**config.mk**
```make
export PLATFORM = sky130hd
export DESIGN_NAME = acs_sequencer
export DESIGN_NICKNAME = d
export VERILOG_FILES = /design/src/acs_pkg.sv /design/src/acs_sequencer.sv
export SDC_FILE = /design/constraint.sdc
export NUM_CORES = 1
export LEC_CHECK = 0
export ABC_AREA = 1
export BUFFER_PORTS_ARGS = -buffer_cell sky130_fd_sc_hd__buf_2
export CAP_MARGIN = 10
export CORE_ASPECT_RATIO = 0.7
export CORE_MARGIN = 10
export CORE_UTILIZATION = 49
export DETAILED_ROUTE_END_ITERATION = 10
export GPL_TIMING_DRIVEN = 0
export PLACE_DENSITY = 0.76
export REMOVE_ABC_BUFFERS = 1
export SETUP_SLACK_MARGIN = 0.3
export SLEW_MARGIN = 5
export SYNTH_ARGS = -nofsm -noshare
export SYNTH_HDL_FRONTEND = slang
export SYNTH_SLANG_ARGS = --single-unit
```
**constraint.sdc**
```tcl
create_clock -name clk_i -period 2.14 [get_ports clk_i]
set_clock_uncertainty 0.1 [all_clocks]
set_input_delay 0.321 -clock clk_i [delete_from_list [all_inputs] [get_ports clk_i]]
set_output_delay 0.321 -clock clk_i [all_outputs]
set_load 0.02 [all_outputs]
```
**src/acs_pkg.sv**
```systemverilog
// Functional notes
// - External reference pin forced to analog.
// - Writing go starts a 13-period conversion.
// - One settling period, then twelve bit periods.
// - Clearing go aborts, partial result stored.
// - Setting on and go together drops go.
// - Clock select picks 2, 8, 32 or RC.
// - Done flag rises at 14th period start.
// - Go clears at mid 14th period, or one clock after its start with RC.
// - Hold stays disconnected two periods after completion.
// - Hold capacitor never discharged after conversion.
// - High and low reference sources are routed.
// - Reference field selects the reference pair.
// - Completion loads result and sets flag; go stays set.
// - Reset clears controls, keeps result bytes.
// - Justify bit selects right or left alignment.
package acs_pkg;
	localparam logic [7:0] ACS_CTRL0_ADR = 8'h00;
	localparam logic [7:0] ACS_CTRL1_ADR = 8'h04;
	localparam logic [7:0] ACS_RESH_ADR = 8'h08;
	localparam logic [7:0] ACS_RESL_ADR = 8'h0C;
	localparam logic [7:0] ACS_STAT_ADR = 8'h10;
	// Control zero fields.
	localparam int ACS_ON_BIT = 0;
	localparam int ACS_CHS3_BIT = 1;
	localparam int ACS_GO_BIT = 2;
	localparam int ACS_CHS_LO = 3;
	localparam int ACS_CLK_LO = 6;
	// Control one fields.
	localparam int ACS_PCFG_LO = 0;
	localparam int ACS_REF_LO = 4;
	localparam int ACS_JUST_BIT = 7;
	// Status fields.
	localparam int ACS_DONE_BIT = 0;
	localparam int ACS_BUSY_BIT = 1;
	// Clock select codes and divider end counts.
	localparam logic [1:0] ACS_CLK_DIV2 = 2'h0;
	localparam logic [1:0] ACS_CLK_DIV8 = 2'h1;
	localparam logic [1:0] ACS_CLK_DIV32 = 2'h2;
	localparam logic [1:0] ACS_CLK_RC = 2'h3;
	localparam logic [4:0] ACS_TOP2 = 5'h01;
	localparam logic [4:0] ACS_TOP8 = 5'h07;
	localparam logic [4:0] ACS_TOP32 = 5'h1F;
	localparam logic [4:0] ACS_MID2 = 5'h00;
	localparam logic [4:0] ACS_MID8 = 5'h03;
	localparam logic [4:0] ACS_MID32 = 5'h0F;
	// Conversion timing in conversion-clock periods.
	localparam logic [3:0] ACS_LAST_BIT_TAD = 4'hC;
	localparam logic [3:0] ACS_HOLDOFF_LAST = 4'h1;
	localparam logic [11:0] ACS_FIRST_TRIAL = 12'h800;
	// Reference codes and routing.
	localparam logic [2:0] ACS_REF_BOTH_EXT = 3'h1;
	localparam logic [2:0] ACS_REF_EXTH_GND = 3'h3;
	localparam logic [2:0] ACS_REF_SUP_EXTL = 3'h5;
	localparam logic [1:0] ACS_RH_SUPPLY = 2'h0;
	localparam logic [1:0] ACS_RH_EXT = 2'h1;
	localparam logic [1:0] ACS_RH_INT_HIGH = 2'h2;
	localparam logic [1:0] ACS_RH_INT_LOW = 2'h3;
	localparam logic [1:0] ACS_RL_GROUND = 2'h0;
	localparam logic [1:0] ACS_RL_EXT = 2'h1;
	localparam logic [1:0] ACS_RL_INT_LOW = 2'h2;
	localparam int ACS_NUM_PINS = 10;
	localparam int ACS_REF_POS_PIN = 3;
	localparam int ACS_REF_NEG_PIN = 2;
	localparam logic [3:0] ACS_PCFG_ALL = 4'h5;
	typedef enum logic [1:0] {
		ACS_IDLE, ACS_CONV, ACS_FINISH, ACS_HOLDOFF
	} acs_state_type;
endpackage : acs_pkg

```
**src/acs_sequencer.sv**
```systemverilog
`timescale 1ns/1ps
module acs_sequencer
	import acs_pkg::*;
(
	input wire logic clk_i,
	input wire logic rst_i,
	input wire logic wb_cyc_i,
	input wire logic wb_stb_i,
	input wire logic wb_we_i,
	input wire logic [7:0] wb_adr_i,
	input wire logic [3:0] wb_sel_i,
	input wire logic [31:0] wb_dat_i,
	output logic [31:0] wb_dat_o,
	output logic wb_ack_o,
	input wire logic rc_tick_i,
	input wire logic comp_i,
	output logic [11:0] trial_o,
	output logic hold_connect_o,
	output logic converter_on_o,
	output logic [3:0] chan_sel_o,
	output logic [ACS_NUM_PINS-1:0] analog_pins_o,
	output logic [1:0] ref_high_sel_o,
	output logic [1:0] ref_low_sel_o
);
	typedef struct packed {
		acs_state_type st;
		logic [1:0] clk_sel;
		logic [3:0] chs;
		logic go;
		logic on;
		logic just;
		logic [2:0] ref_cfg;
		logic [3:0] pcfg;
		logic done;
		logic [4:0] div;
		logic rc_half;
		logic [3:0] conversion_clock_period;
		logic [11:0] sar;
		logic [11:0] res;
		logic ack;
		logic [31:0] dat;
	} acs_regs_type;

	acs_regs_type s_q;
	acs_regs_type s_d;
	logic tick;
	logic half;
	logic wr;
	logic [3:0] idx;

	// Divider end count for the selected oscillator ratio.
	function automatic logic [4:0] acs_top(input logic [1:0] sel);
		if (sel == ACS_CLK_DIV2) begin
			return ACS_TOP2;
		end else if (sel == ACS_CLK_DIV8) begin
			return ACS_TOP8;
		end
		return ACS_TOP32;
	endfunction : acs_top

	// Divider count that marks the middle of a period.
	function automatic logic [4:0] acs_mid(input logic [1:0] sel);
		if (sel == ACS_CLK_DIV2) begin
			return ACS_MID2;
		end else if (sel == ACS_CLK_DIV8) begin
			return ACS_MID8;
		end
		return ACS_MID32;
	endfunction : acs_mid

	// Places the 12-bit result into the byte pair.
	// justify placement
	function automatic logic [15:0] acs_pair(input logic just,
		input logic [11:0] r);
		if (just) begin
			return {4'h0, r};
		end
		return {r, 4'h0};
	endfunction : acs_pair

	// Pins left analog by the port configuration code.
	function automatic logic [ACS_NUM_PINS-1:0] acs_mask(
		input logic [3:0] code);
		logic [ACS_NUM_PINS-1:0] m;
		m = '1;
		if (code > ACS_PCFG_ALL) begin
			m = m >> (code - ACS_PCFG_ALL);
		end
		return m;
	endfunction : acs_mask

	assign tick = s_q.on && ((s_q.clk_sel == ACS_CLK_RC) ? rc_tick_i :
		(s_q.div == acs_top(s_q.clk_sel)));
	assign half = s_q.on && ((s_q.clk_sel == ACS_CLK_RC) ? s_q.rc_half :
		(s_q.div == acs_mid(s_q.clk_sel)));
	assign wr = wb_cyc_i && wb_stb_i && wb_we_i && s_q.ack && wb_sel_i[0];
	assign idx = (s_q.conversion_clock_period == 4'h0) ? 4'hB : 4'(ACS_LAST_BIT_TAD - s_q.conversion_clock_period);

	// Next-state logic for bus, divider and sequencer.
	always_comb begin
		s_d = s_q;
		s_d.rc_half = s_q.on && (s_q.clk_sel == ACS_CLK_RC) && rc_tick_i;
		if (!s_q.on || s_q.clk_sel == ACS_CLK_RC ||
			s_q.div == acs_top(s_q.clk_sel)) begin
			s_d.div = 5'h00;
		end else begin
			s_d.div = 5'(s_q.div + 5'h01);
		end
		case (s_q.st)
			ACS_IDLE: begin
				if (s_q.go && tick) begin
					s_d.st = ACS_CONV;
					s_d.conversion_clock_period = 4'h0;
					s_d.sar = ACS_FIRST_TRIAL;
				end
			end
			ACS_CONV: begin
				if (tick) begin
					s_d.conversion_clock_period = 4'(s_q.conversion_clock_period + 4'h1);
					if (s_q.conversion_clock_period != 4'h0) begin
						s_d.sar[idx] = comp_i;
						if (idx != 4'h0) begin
							s_d.sar[4'(idx - 4'h1)] = 1'b1;
						end
					end
					if (s_q.conversion_clock_period == ACS_LAST_BIT_TAD) begin
						s_d.st = ACS_FINISH;
						s_d.done = 1'b1;
						s_d.res = {s_q.sar[11:1], comp_i};
					end
				end
			end
			ACS_FINISH: begin
				if (half) begin
					s_d.go = 1'b0;
					s_d.st = ACS_HOLDOFF;
					s_d.conversion_clock_period = 4'h0;
				end
			end
			default: begin
				if (tick) begin
					s_d.conversion_clock_period = 4'(s_q.conversion_clock_period + 4'h1);
					if (s_q.conversion_clock_period == ACS_HOLDOFF_LAST) begin
						s_d.st = ACS_IDLE;
					end
				end
			end
		endcase
		// Bus access: one wait state, write acts on the acked edge.
		s_d.ack = wb_cyc_i && wb_stb_i && !s_q.ack;
		s_d.dat = 32'h0000_0000;
		if (wb_adr_i == ACS_CTRL0_ADR) begin
			s_d.dat[7:0] = {s_q.clk_sel, s_q.chs[2:0], s_q.go, s_q.chs[3],
				s_q.on};
		end else if (wb_adr_i == ACS_CTRL1_ADR) begin
			s_d.dat[7:0] = {s_q.just, s_q.ref_cfg, s_q.pcfg};
		end else if (wb_adr_i == ACS_RESH_ADR) begin
			s_d.dat[15:0] = acs_pair(s_q.just, s_q.res) >> 8;
		end else if (wb_adr_i == ACS_RESL_ADR) begin
			s_d.dat[7:0] = 8'(acs_pair(s_q.just, s_q.res));
		end else if (wb_adr_i == ACS_STAT_ADR) begin
			s_d.dat[ACS_DONE_BIT] = s_q.done;
			s_d.dat[ACS_BUSY_BIT] = s_q.go;
		end
		if (wr && wb_adr_i == ACS_CTRL0_ADR) begin
			s_d.clk_sel = wb_dat_i[ACS_CLK_LO+:2];
			s_d.chs = {wb_dat_i[ACS_CHS3_BIT], wb_dat_i[ACS_CHS_LO+:3]};
			s_d.on = wb_dat_i[ACS_ON_BIT];
			if (!wb_dat_i[ACS_ON_BIT]) begin
				s_d.go = 1'b0;
				s_d.st = ACS_IDLE;
				s_d.div = 5'h00;
			end else if (!s_q.on) begin
				s_d.go = 1'b0;
			end else if (!wb_dat_i[ACS_GO_BIT]) begin
				if (s_q.st == ACS_CONV) begin
					s_d.res = s_q.sar & ~(12'h001 << idx);
					s_d.st = ACS_IDLE;
				end
				if (s_q.st != ACS_FINISH) begin
					s_d.go = 1'b0;
				end
			end else if (s_q.st != ACS_FINISH) begin
				s_d.go = 1'b1;
			end
		end
		if (wr && wb_adr_i == ACS_CTRL1_ADR) begin
			s_d.just = wb_dat_i[ACS_JUST_BIT];
			s_d.ref_cfg = wb_dat_i[ACS_REF_LO+:3];
			s_d.pcfg = wb_dat_i[ACS_PCFG_LO+:4];
		end
		// A completion in the same cycle beats the software clear.
		if (wr && wb_adr_i == ACS_STAT_ADR && !wb_dat_i[ACS_DONE_BIT] &&
			!(s_q.st == ACS_CONV && tick && s_q.conversion_clock_period == ACS_LAST_BIT_TAD)) begin
			s_d.done = 1'b0;
		end
		if (rst_i) begin
			s_d = '0;
			s_d.st = ACS_IDLE;
			s_d.res = s_q.res;
		end
	end

	// State register.
	always_ff @(posedge clk_i) begin
		s_q <= s_d;
	end

	// Analog side outputs, all taken from registers.
	always_comb begin
		analog_pins_o = acs_mask(s_q.pcfg);
		if (s_q.ref_cfg == ACS_REF_BOTH_EXT ||
			s_q.ref_cfg == ACS_REF_EXTH_GND) begin
			analog_pins_o[ACS_REF_POS_PIN] = 1'b1;
		end
		if (s_q.ref_cfg == ACS_REF_BOTH_EXT ||
			s_q.ref_cfg == ACS_REF_SUP_EXTL) begin
			analog_pins_o[ACS_REF_NEG_PIN] = 1'b1;
		end
		case (s_q.ref_cfg)
			3'h0: {ref_high_sel_o, ref_low_sel_o} = {ACS_RH_SUPPLY,
				ACS_RL_GROUND};
			3'h1: {ref_high_sel_o, ref_low_sel_o} = {ACS_RH_EXT, ACS_RL_EXT};
			3'h2: {ref_high_sel_o, ref_low_sel_o} = {ACS_RH_INT_HIGH,
				ACS_RL_INT_LOW};
			3'h3: {ref_high_sel_o, ref_low_sel_o} = {ACS_RH_EXT,
				ACS_RL_GROUND};
			3'h4: {ref_high_sel_o, ref_low_sel_o} = {ACS_RH_INT_HIGH,
				ACS_RL_GROUND};
			3'h5: {ref_high_sel_o, ref_low_sel_o} = {ACS_RH_SUPPLY,
				ACS_RL_EXT};
			3'h6: {ref_high_sel_o, ref_low_sel_o} = {ACS_RH_SUPPLY,
				ACS_RL_INT_LOW};
			default: {ref_high_sel_o, ref_low_sel_o} = {ACS_RH_INT_LOW,
				ACS_RL_GROUND};
		endcase
	end

	// hold charge kept, only the switch opens.
	assign hold_connect_o = s_q.on && (s_q.st == ACS_IDLE);
	assign trial_o = s_q.sar;
	assign converter_on_o = s_q.on;
	assign chan_sel_o = s_q.chs;
	assign wb_dat_o = s_q.dat;
	assign wb_ack_o = s_q.ack;
endmodule : acs_sequencer

```
==> flow_metrics.env, run 1 <==
export IMPL_status="finished with violations"
export IMPL_failed_checks="setup timing"
export IMPL_fin_setup_tns_ps=-133.0
export IMPL_ys_flop_type="dfxtp_1"
export IMPL_utilization_pct=65.93
export IMPL_clock_power_share_pct=50.0
export IMPL_final_area_um2=5682
export IMPL_combPwrFrac_pct=6.1
export IMPL_syn_avg_cell_area_um2=6.721
export IMPL_clock_latency_ps=340
export IMPL_slew_limit_headroom_pct=64.87
export IMPL_hpwl_um=9155
export IMPL_num_vias=4770
export IMPL_ant_nets=0
export IMPL_drive_gt1_share_pct=33.20
export IMPL_hold_class="primary input to flop"
export IMPL_area_growth_syn_to_layout_pct=28.68
export IMPL_synthXorXnorAreaFrac_pct=1.190
export IMPL_synth_simple_gate_area_share_pct=34.74
export IMPL_p_seq_share_pct=44.0
export IMPL_coreArea_um2=8618
export IMPL_nets=789
export IMPL_synth_distinct_cells=44
export IMPL_vias_per_cell=5.599
export IMPL_synth_top_cell_area_share_pct=22.67
export IMPL_drt_iter0_drc=611
export IMPL_required_ps=1720
export IMPL_fin_ws_ps=-64.40
export IMPL_leakagePower_nw=2.533
export IMPL_synth_top_family_by_area="simple AND/OR/NAND/NOR gates"
export IMPL_synth_compound_area_share_pct=12.44
export IMPL_reg2reg_from="s_q[83]$_SDFFE_PP0P_"
export IMPL_cp_start_kind="flop"
export IMPL_grt_max_degree=26
export IMPL_clock_fmax_mhz=453.6
export IMPL_endpoint_kind="primary output"
export IMPL_crit_arrival_ps=1780
export IMPL_fillers=750
export IMPL_routed_wl_um=14510
export IMPL_drc=0
export IMPL_synthArstFlopShare_pct=0
export IMPL_antenna_found_initial=0
export IMPL_die_area_um2=13270
export IMPL_port_buffers=64
export IMPL_p_switching_w=0.0006896
export IMPL_grt_pass1_vias=4278
export IMPL_cap_violations=0
export IMPL_placedCellCount=797
export IMPL_netlist_top_cells_count="152 x nand2_1, 80 x nor2_1, 67 x inv_1"
export IMPL_placedInstanceArea_um2=4507
export IMPL_post_synth_top_area_cell="dfxtp_1"
export IMPL_ys_seq_area_share_pct=30.83
export IMPL_syn_inst=657
export IMPL_post_route_period_util_pct=103.0
export IMPL_cts_max_path_buffers=2
export IMPL_hold_start="wb_dat_i[3]"
export IMPL_tightest_slew_ps=525.0
export IMPL_cts_buffers=9
export IMPL_muxShareOfSynthArea_pct=0.2267
export IMPL_die_h_um=99.42
export IMPL_clk_root_buffer_cell="clkbuf_16"
export IMPL_track_usage_pct=19.56
export IMPL_critPathLaunch="s_q[69]$_SDFFE_PP0P_"
export IMPL_hold_viol=0
export IMPL_switching_share_pct=25.14
export IMPL_ios=116
export IMPL_synth_seq_cells=62
export IMPL_synth_edf_count=12
export IMPL_antenna_cells=0
export IMPL_grt_remaining_overflow=0
export IMPL_critPathMaxFanout=6
export IMPL_synth_most_common_cell="nand2_1"
export IMPL_die_w_um=133.5
export IMPL_yosysWarnings=0
export IMPL_worstSetupPathType="flop to primary output"
export IMPL_power_density_nw_per_um2=482.7
export IMPL_power_internal_w=0.002053
export IMPL_start_util_pct=51.23
export IMPL_netlist_area_um2=4415
export IMPL_clock_sinks=62
export IMPL_slew_viol_final=0
export IMPL_setup_violations=5
export IMPL_clk_pin_slew_worst_paths_ps=60
export IMPL_grt_setup_unrepaired="true"
export IMPL_period_minus_slack_ps=2204
export IMPL_num_rows=28
export IMPL_synth_area_leaders="dfxtp_1 23%, nand2_1 13%, buf_4 8.5%, edfxtp_1 8.2%, nand3_1 7.3%"
export IMPL_peakVddDrop_mv=0.2757
export IMPL_grt_pass1_wl_um=21610
export IMPL_wl_per_cell_um=17.03
export IMPL_fin_cells=852
export IMPL_drt_first_pass_iters=5
export IMPL_power_w=0.002743
export IMPL_tritoncts="done"
export IMPL_synthAdderAreaFrac_pct=3.117
export IMPL_gp_congestion=0.8949
export IMPL_holdBufCountCts=0
export IMPL_h_tree_depth=3
## state kept, by name, indices dropped and copies added (netlist names)
name            cells
s_q                36
trial_o            12
wb_ack_o            1
chan_sel_o          4
wb_dat_o            8
converter_on_o      1
## cell usage in the layout (no fill, tap or decap), types with 7 or more instances in the layout
master,count
nand3_4,10
inv_4,8
nand3_1,54
nand3_2,9
clkbuf_16,9
edfxtp_1,12
nand2_4,8
dfxtp_4,7
buf_6,13
buf_2,55
nand2_1,119
nand2_2,29
a21oi_1,33
o21ai_0,30
nor2_1,71
inv_2,8
inv_1,55
nor2_2,7
o21ai_1,10
nor2_4,9
buf_4,27
dfxtp_2,7
dfxtp_1,36
nand4_1,12
conb_1,24
ha_1,7
## timing repair
| item | CTS | global route |
|---|---|---|
| endpoints found under the hold margin | 0 | 0 |
| gates resized for setup | 65 | 113 |
| setup endpoints to repair | 41 | 53 |
| pin swaps | 10 | 31 |
| buffers inserted | 15 | 18 |
| cloned | 4 | 2 |
## worst max-delay path, cell delays in order, from the launching register on
cell and delay [ps]:
dfxtp_4 380, inv_4 60, ha_4 170, inv_4 70, ha_4 220, or2_4 240
o21ai_2 140, buf_4 160
## worst paths after layout
kind | cells past startpoint | endpoint | slack (ps)
setup reg to reg | 11 | s_q[39]$_DFFE_PN_ | 210
hold reg to reg | 1 | wb_ack_o$_SDFF_PP0_ | 360
hold / removal | 3 | chan_sel_o[0]$_SDFFE_PP0P_ | 130
setup / recovery | 7 | analog_pins_o[9] | -60
## per-layer routing
metal  part of all wire (%)  vias to the layer above  track usage [%]  wire length, um
met5                      0                        -                0                0
li1                       -                     2236                -                -
met3                     11                       43            5.829             1589
met4                    2.7                        0            5.671              391
met1                     39                     2204            24.55             5691
met2                     47                      287            31.88             6836
## power by group through the flow
| stage | Combinational [W] | Clock, W | Sequential, W |
|---|---|---|---|
| after floorplan | 0.0000948 | 0 | 0.00124 |
| after CTS | 0.000153 | 0.00138 | 0.00121 |
| after detailed placement | 0.000150 | 0 | 0.00124 |
| after global placement | 0.000142 | 0 | 0.00124 |
| after global routing | 0.000183 | 0.00143 | 0.00121 |
| final | 0.000166 | 0.00137 | 0.00121 |
## through the flow
step	worst slack, ps	hold WS (ps)
6_report	-64.40	126.7
5_1_grt	-90.77	133.1
4_1_cts	33.05	120.4
3_5_place_dp	-507.4	336.2
3_3_place_gp	-508.5	328.9
2_1_floorplan	-16.04	290.1
## cell families after synthesis
logic type,after synthesis
compound gates,100
xor+xnor,6
fa+ha+maj,11
buf+inv,141
flops,62
mux,1
other cells,1
simple gates,335
## cell type report
type | count | area (um^2) | share of cell area, %
timing repair buffer | 98 | 691.9 | 12.18
tap | 120 | 150.1 | 2.643
sequential | 62 | 1396 | 24.58
clock inverter | 6 | 35.03 | 0.6166
timing repair inverter | 1 | 7.507 | 0.1321
clock buffer | 10 | 239.0 | 4.206
inverter | 73 | 305.3 | 5.373
multi-input combinational | 482 | 2856 | 50.28
Note: power is estimated with default switching activity, not from simulation.
==> inputs of run 2 (changes only) <==
--- a/config.mk
+++ b/config.mk
@@ -17,3 +17,3 @@
 export REMOVE_ABC_BUFFERS = 1
-export SETUP_SLACK_MARGIN = 0.3
+export SETUP_SLACK_MARGIN = 0.5
 export SLEW_MARGIN = 5
==> constraint.sdc (replaced) <==
create_clock -name clk_i -period 2.14 [get_ports clk_i]
set_clock_uncertainty 0.1 [all_clocks]
set_input_delay 0.107 -clock clk_i [delete_from_list [all_inputs] [get_ports clk_i]]
set_output_delay 0.107 -clock clk_i [all_outputs]
set_load 0.02 [all_outputs]
==> run 2 against run 1 <==
The flow now finishes without violations. Wire length up 4.9%. Via count grew 2.3%. Sequential power is essentially flat. Die area did not move. Worst setup slack improved by 180 ps. Worst hold slack worse by 12 ps. First-iteration DRC count is 4.4% higher. Cell area grew 1.6%. Non-clock buffer count increased by 16. Highest routed layer unchanged.
==> flow_metrics.env, run 2 (same netlist as run 1, synthesis figures left out) <==
export IMPL_status="complete, no violations"
export IMPL_cp_cell_sequence="inv_4 > ha_4 > inv_4 > ha_4 > or2_4 > o21ai_2 > buf_4"
export IMPL_tritoncts="done"
export IMPL_cap_violations=0
export IMPL_clock_fmax_mhz=493.8
export IMPL_antenna_cells=0
export IMPL_clock_sinks=62
export IMPL_area_growth_syn_to_layout_pct=30.72
export IMPL_die_h_um=99.42
export IMPL_cts_buffers=9
export IMPL_post_route_period_util_pct=94.63
export IMPL_power_density_nw_per_um2=480.2
export IMPL_antenna_found_initial=0
export IMPL_track_usage_pct=20.93
export IMPL_grt_pass1_vias=4508
export IMPL_clk_pin_slew_worst_paths_ps=60
export IMPL_worstSetupPathType="flop to primary output"
export IMPL_slew_viol_final=0
export IMPL_routed_wl_um=15220
export IMPL_num_vias=4882
export IMPL_die_w_um=133.5
export IMPL_final_common_cell="nand2_1"
export IMPL_cp_start_kind="flop"
export IMPL_max_stage_delay_ps=370
export IMPL_wl_per_cell_um=17.53
export IMPL_whs_ps=115.1
export IMPL_cp_slowest_cell="dfxtp_4"
export IMPL_top_register="s_q"
export IMPL_vias_per_cell=5.624
export IMPL_hold_start="wb_dat_i[0]"
export IMPL_start_util_pct=51.23
export IMPL_cts_max_path_buffers=2
export IMPL_h_tree_depth=3
export IMPL_placedInstanceArea_um2=4507
export IMPL_die_area_um2=13270
export IMPL_hpwl_um=9155
export IMPL_drive_gt1_share_pct=29.81
export IMPL_peakVddDrop_mv=0.3014
export IMPL_ios=116
export IMPL_clock_latency_ps=340
export IMPL_tightest_slew_ps=715.7
export IMPL_critPathLaunch="s_q[69]$_SDFFE_PP0P_"
export IMPL_coreArea_um2=8618
export IMPL_reg2reg_from="s_q[83]$_SDFFE_PP0P_"
export IMPL_num_rows=28
export IMPL_endpoint_kind="primary output"
export IMPL_leakagePower_nw=2.520
export IMPL_final_area_um2=5772
export IMPL_grt_pass1_wl_um=22980
export IMPL_required_ps=1930
export IMPL_combPwrFrac_pct=6.7
export IMPL_period_minus_slack_ps=2025
export IMPL_drt_first_pass_iters=6
export IMPL_fin_setup_tns_ps=0
export IMPL_grt_max_degree=26
export IMPL_largest_register_ffs=36
export IMPL_drt_iter0_drc=638
export IMPL_p_switching_w=0.0007036
export IMPL_grt_remaining_overflow=0
export IMPL_ant_nets=0
export IMPL_clock_power_share_pct=49.7
export IMPL_setup_violations=0
export IMPL_grt_setup_unrepaired="true"
export IMPL_final_cell_mix="139 x nand2_1, 75 x nor2_1, 54 x inv_1, 54 x nand3_1, 54 x buf_2"
export IMPL_gp_congestion=0.8949
export IMPL_drc=0
export IMPL_p_seq_share_pct=43.6
export IMPL_critPathMaxFanout=6
export IMPL_crit_arrival_ps=1820
export IMPL_slew_limit_headroom_pct=51.99
export IMPL_power_internal_w=0.002068
export IMPL_clk_root_buffer_cell="clkbuf_16"
export IMPL_hold_class="primary input to flop"
export IMPL_port_buffers=64
export IMPL_nets=805
export IMPL_hold_viol=0
export IMPL_switching_share_pct=25.39
==> run 2: worst paths after layout <==
path / cells past startpoint / slack [ps] / to
worst max-delay path: 7 / 110 / analog_pins_o[9]
worst min-delay path: 3 / 120 / s_q[68]$_SDFFE_PP0P_
worst max register to register: 11 / 190 / s_q[39]$_DFFE_PN_
worst min register to register: 1 / 360 / wb_ack_o$_SDFF_PP0_
==> run 2: power groups by stage <==
stage,sequential [W],combinational (W),clock (W)
floorplan,0.00124,0.0000948,0
global placement,0.00124,0.000142,0
detailed placement,0.00124,0.000150,0
CTS,0.00121,0.000173,0.00138
global route,0.00121,0.000203,0.00144
finish,0.00121,0.000186,0.00138
==> run 2: repair_timing <==
action	in CTS	in global routing
hold buffers	13	0
setup endpoints to repair	43	56
pin swaps	21	17
gates cloned	6	0
setup buffers	22	14
resized for setup	97	59
endpoints found under the hold margin	12	0
==> run 2: area by class of cell <==
cell class | instances | area, um^2
inverters | 73 | 297.8
multi-input cells | 483 | 2785
clock inverters | 6 | 35.03
flip-flops and latches | 62 | 1395
well taps | 120 | 150.1
fillers | 718 | 2846
repair buffers | 114 | 869.6
clock buffers | 10 | 239.0
==> run 2: critical path: cells and delay by family, from the launching register on <==
| kind | cells | cell delay, ps |
|---|---|---|
| compound gates | 1 | 140 |
| fa+ha+maj | 2 | 420 |
| buf+inv | 3 | 290 |
| flops | 1 | 370 |
| simple gates | 1 | 250 |
==> run 2: per-layer routing <==
metal	routed length, um	up-vias	global-route usage, %
met5	0	-	0
met4	483	0	6.255
met3	1543	65	5.628
met2	7109	316	34.31
met1	6083	2244	26.40
li1	-	2257	-
==> run 2: metrics by stage <==
| stage | std cells | setup WS [ps] | total power (W) | util [%] |
|---|---|---|---|---|
| finish | 868 | 114.9 | 0.002771 | 66.97 |
| global route | 868 | 88.15 | 0.002846 | 66.97 |
| CTS | 854 | 247.0 | 0.002761 | 63.50 |
| global placement | 796 | -294.5 | 0.001381 | 51.97 |
| detailed placement | 797 | -359.8 | 0.001389 | 52.29 |
| floorplan | 612 | 77.37 | 0.001333 | - |
==> inputs of run 3 (changes only) <==
ABC_AREA = default   (was 1)
CORE_ASPECT_RATIO = default   (was 0.7)
==> run 3 against run 2 <==
The flow now finishes with violations (setup timing). Sequential cell count unchanged. Total power decreased by 11%. Non-clock buffer count rose by 22. Maximum frequency is 6.8% lower. Die area shrank 1.3%. Worst hold slack lost 33 ps. Register-to-register slack got worse by 220 ps. Utilization up 3.5 points. Critical endpoint is now s_q[33]$_DFFE_PN_. Largest cell class unchanged.
==> flow_metrics.env, run 3 <==
export IMPL_required_ps=2230
export IMPL_whs_ps=82.59
export IMPL_ant_nets=0
export IMPL_synth_area_leaders="dfxtp_1 23%, buf_4 8.8%, edfxtp_1 8.2%, a21oi_1 4.4%, nand2_1 3.5%"
export IMPL_synth_edf_count=12
export IMPL_critPathMaxFanout=6
export IMPL_hold_start="wb_adr_i[3]"
export IMPL_grt_pass1_vias=4521
export IMPL_clk_pin_slew_worst_paths_ps=80
export IMPL_drc=0
export IMPL_tightest_slew_ps=967.4
export IMPL_nets=701
export IMPL_p_switching_w=0.0006863
export IMPL_netlist_area_um2=4372
export IMPL_p_seq_share_pct=49.0
export IMPL_area_growth_syn_to_layout_pct=40.53
export IMPL_clk_root_buffer_cell="clkbuf_8"
export IMPL_combPwrFrac_pct=8.2
export IMPL_fin_cells=752
export IMPL_final_common_cell="buf_2"
export IMPL_ys_seq_area_share_pct=31.14
export IMPL_largest_register_ffs=36
export IMPL_vias_per_cell=6.618
export IMPL_clock_latency_ps=360
export IMPL_clock_fmax_mhz=460.2
export IMPL_grt_remaining_overflow=0
export IMPL_start_util_pct=50.13
export IMPL_cts_buffers=9
export IMPL_endpoint_kind="flop"
export IMPL_reg2reg_from="s_q[83]$_SDFFE_PP0P_"
export IMPL_grt_pass1_wl_um=23200
export IMPL_final_cell_mix="54 x buf_2, 42 x buf_4, 35 x nor2_1, 34 x dfxtp_1, 27 x nand2_1"
export IMPL_ys_flop_type="dfxtp_1"
export IMPL_h_tree_depth=3
export IMPL_gp_congestion=0.9165
export IMPL_critPathLaunch="s_q[83]$_SDFFE_PP0P_"
export IMPL_power_internal_w=0.001772
export IMPL_peakVddDrop_mv=0.2856
export IMPL_synth_most_common_cell="buf_4"
export IMPL_fin_setup_tns_ps=-33.19
export IMPL_drt_iter0_drc=717
export IMPL_hold_class="primary input to flop"
export IMPL_num_rows=34
export IMPL_track_usage_pct=21.29
export IMPL_drive_gt1_share_pct=42.24
export IMPL_status="finished with violations"
export IMPL_synth_top_cell_area_share_pct=22.90
export IMPL_die_area_um2=13100
export IMPL_clock_sinks=62
export IMPL_period_minus_slack_ps=2173
export IMPL_port_buffers=64
export IMPL_die_h_um=114.5
export IMPL_switching_share_pct=27.92
export IMPL_tritoncts="done"
export IMPL_synth_distinct_cells=74
export IMPL_die_w_um=114.5
export IMPL_hpwl_um=8961
export IMPL_cap_violations=0
export IMPL_yosysWarnings=0
export IMPL_worstSetupPathType="flop to flop"
export IMPL_rr_worst_depth=8
export IMPL_antenna_found_initial=0
export IMPL_leakagePower_nw=2.432
export IMPL_grt_setup_unrepaired="true"
export IMPL_synthArstFlopShare_pct=0
export IMPL_netlist_top_cells_count="51 x buf_4, 50 x dfxtp_1, 41 x nand2_1"
export IMPL_top_register="s_q"
export IMPL_post_route_period_util_pct=101.6
export IMPL_power_density_nw_per_um2=400.1
export IMPL_failed_checks="setup timing"
export IMPL_hold_viol=0
export IMPL_antenna_cells=0
export IMPL_whs_path_depth=3
export IMPL_placedCellCount=661
export IMPL_utilization_pct=70.44
export IMPL_routed_wl_um=17370
export IMPL_slew_limit_headroom_pct=35.27
export IMPL_wl_per_cell_um=23.10
export IMPL_synth_seq_cells=62
export IMPL_cp_start_kind="flop"
export IMPL_cts_max_path_buffers=2
export IMPL_syn_inst=549
export IMPL_clock_power_share_pct=42.9
export IMPL_drt_first_pass_iters=6
export IMPL_setup_violations=1
export IMPL_r2r_end="s_q[33]$_DFFE_PN_"
export IMPL_coreArea_um2=8721
export IMPL_slew_viol_final=0
export IMPL_fin_ws_ps=-33.19
export IMPL_num_vias=4977
export IMPL_grt_max_degree=31
export IMPL_ios=116
export IMPL_syn_avg_cell_area_um2=7.963
export IMPL_reg2reg_slack_ps=-30
export IMPL_hold_end="wb_dat_o[7]$_SDFF_PP0_"
export IMPL_crit_arrival_ps=2260
export IMPL_post_synth_top_area_cell="dfxtp_1"
[run 3: cell type report]
type | instances | area, um^2
fill | 592 | 2577
tap | 108 | 135.1
inverter | 30 | 122.6
timing repair inverter | 1 | 7.507
clock buffer | 11 | 162.7
clock inverter | 5 | 30.03
timing repair buffer | 136 | 1075
sequential | 62 | 1406
multi-input combinational | 399 | 3204
[run 3: what timing repair did]
action / 4_1_cts / 5_1_grt
pin swaps: 28 / 42
cloned: 3 / 3
endpoints found under the setup margin: 62 / 68
setup buffers: 44 / 15
hold endpoints to repair: 16 / 0
hold buffers: 10 / 0
resized for setup: 105 / 121
[run 3: worst max-delay path, stage by stage, from the launching register on]
cell and delay (ps):
dfxtp_4 370, buf_4 150, nor3b_4 260, a21oi_4 150
o31ai_4 370, buf_6 180, buf_6 100, nand4_1 90
a31oi_1 240
[run 3: metal layers]
layer,GRT usage (%),wire (um),up-vias
met5,0,0,-
met4,9.106,1020,0
met3,4.140,1673,114
met2,36.50,8528,397
met1,25.18,6151,2330
li1,-,-,2136
[run 3: worst max-delay path by stage]
stage	to	slack, ps	depth (start not counted)
global route	s_q[36]$_DFFE_PN_	-70	7
global placement	s_q[64]$_SDFF_PP0_	-1390	5
finish	s_q[33]$_DFFE_PN_	-30	8
CTS	trial_o[2]$_SDFFE_PP0P_	30	7
floorplan	s_q[64]$_SDFF_PP0_	-580	4
detailed placement	trial_o[2]$_SDFFE_PP0P_	-990	6
[run 3: power by group through the flow]
stage	clock network, W	logic (W)	registers, W
6_report	0.00105	0.000200	0.00120
3_3_place_gp	0	0.000155	0.00124
5_1_grt	0.00109	0.000213	0.00120
4_1_cts	0.00103	0.000177	0.00121
2_1_floorplan	0	0.0000927	0.00124
3_5_place_dp	0	0.000157	0.00124
[run 3: through the flow]
| stage | worst slack [ps] | power [W] | cell area (um^2) |
|---|---|---|---|
| final | -33.19 | 0.002458 | 6143 |
| after global routing | -72.69 | 0.002511 | 6143 |
| after CTS | 28.51 | 0.002409 | 5470 |
| after detailed placement | -987.3 | 0.001400 | 4402 |
| after global placement | -1387 | 0.001396 | 4384 |
| after floorplan | -575.2 | 0.001333 | 3929 |
[run 3: kinds of logic after synthesis]
| logic type | count (synthesis) | synth area share [%] |
|---|---|---|
| buffers and inverters | 114 | 14.68 |
| AOI/OAI and AO/OA | 166 | 25.90 |
| muxes | 8 | 1.860 |
| adders and majority gates | 11 | 3.148 |
| and+or+nand+nor | 178 | 21.38 |
| xor gates and xnor gates | 9 | 1.803 |
| other | 1 | 0.08578 |
| DFF | 62 | 31.14 |
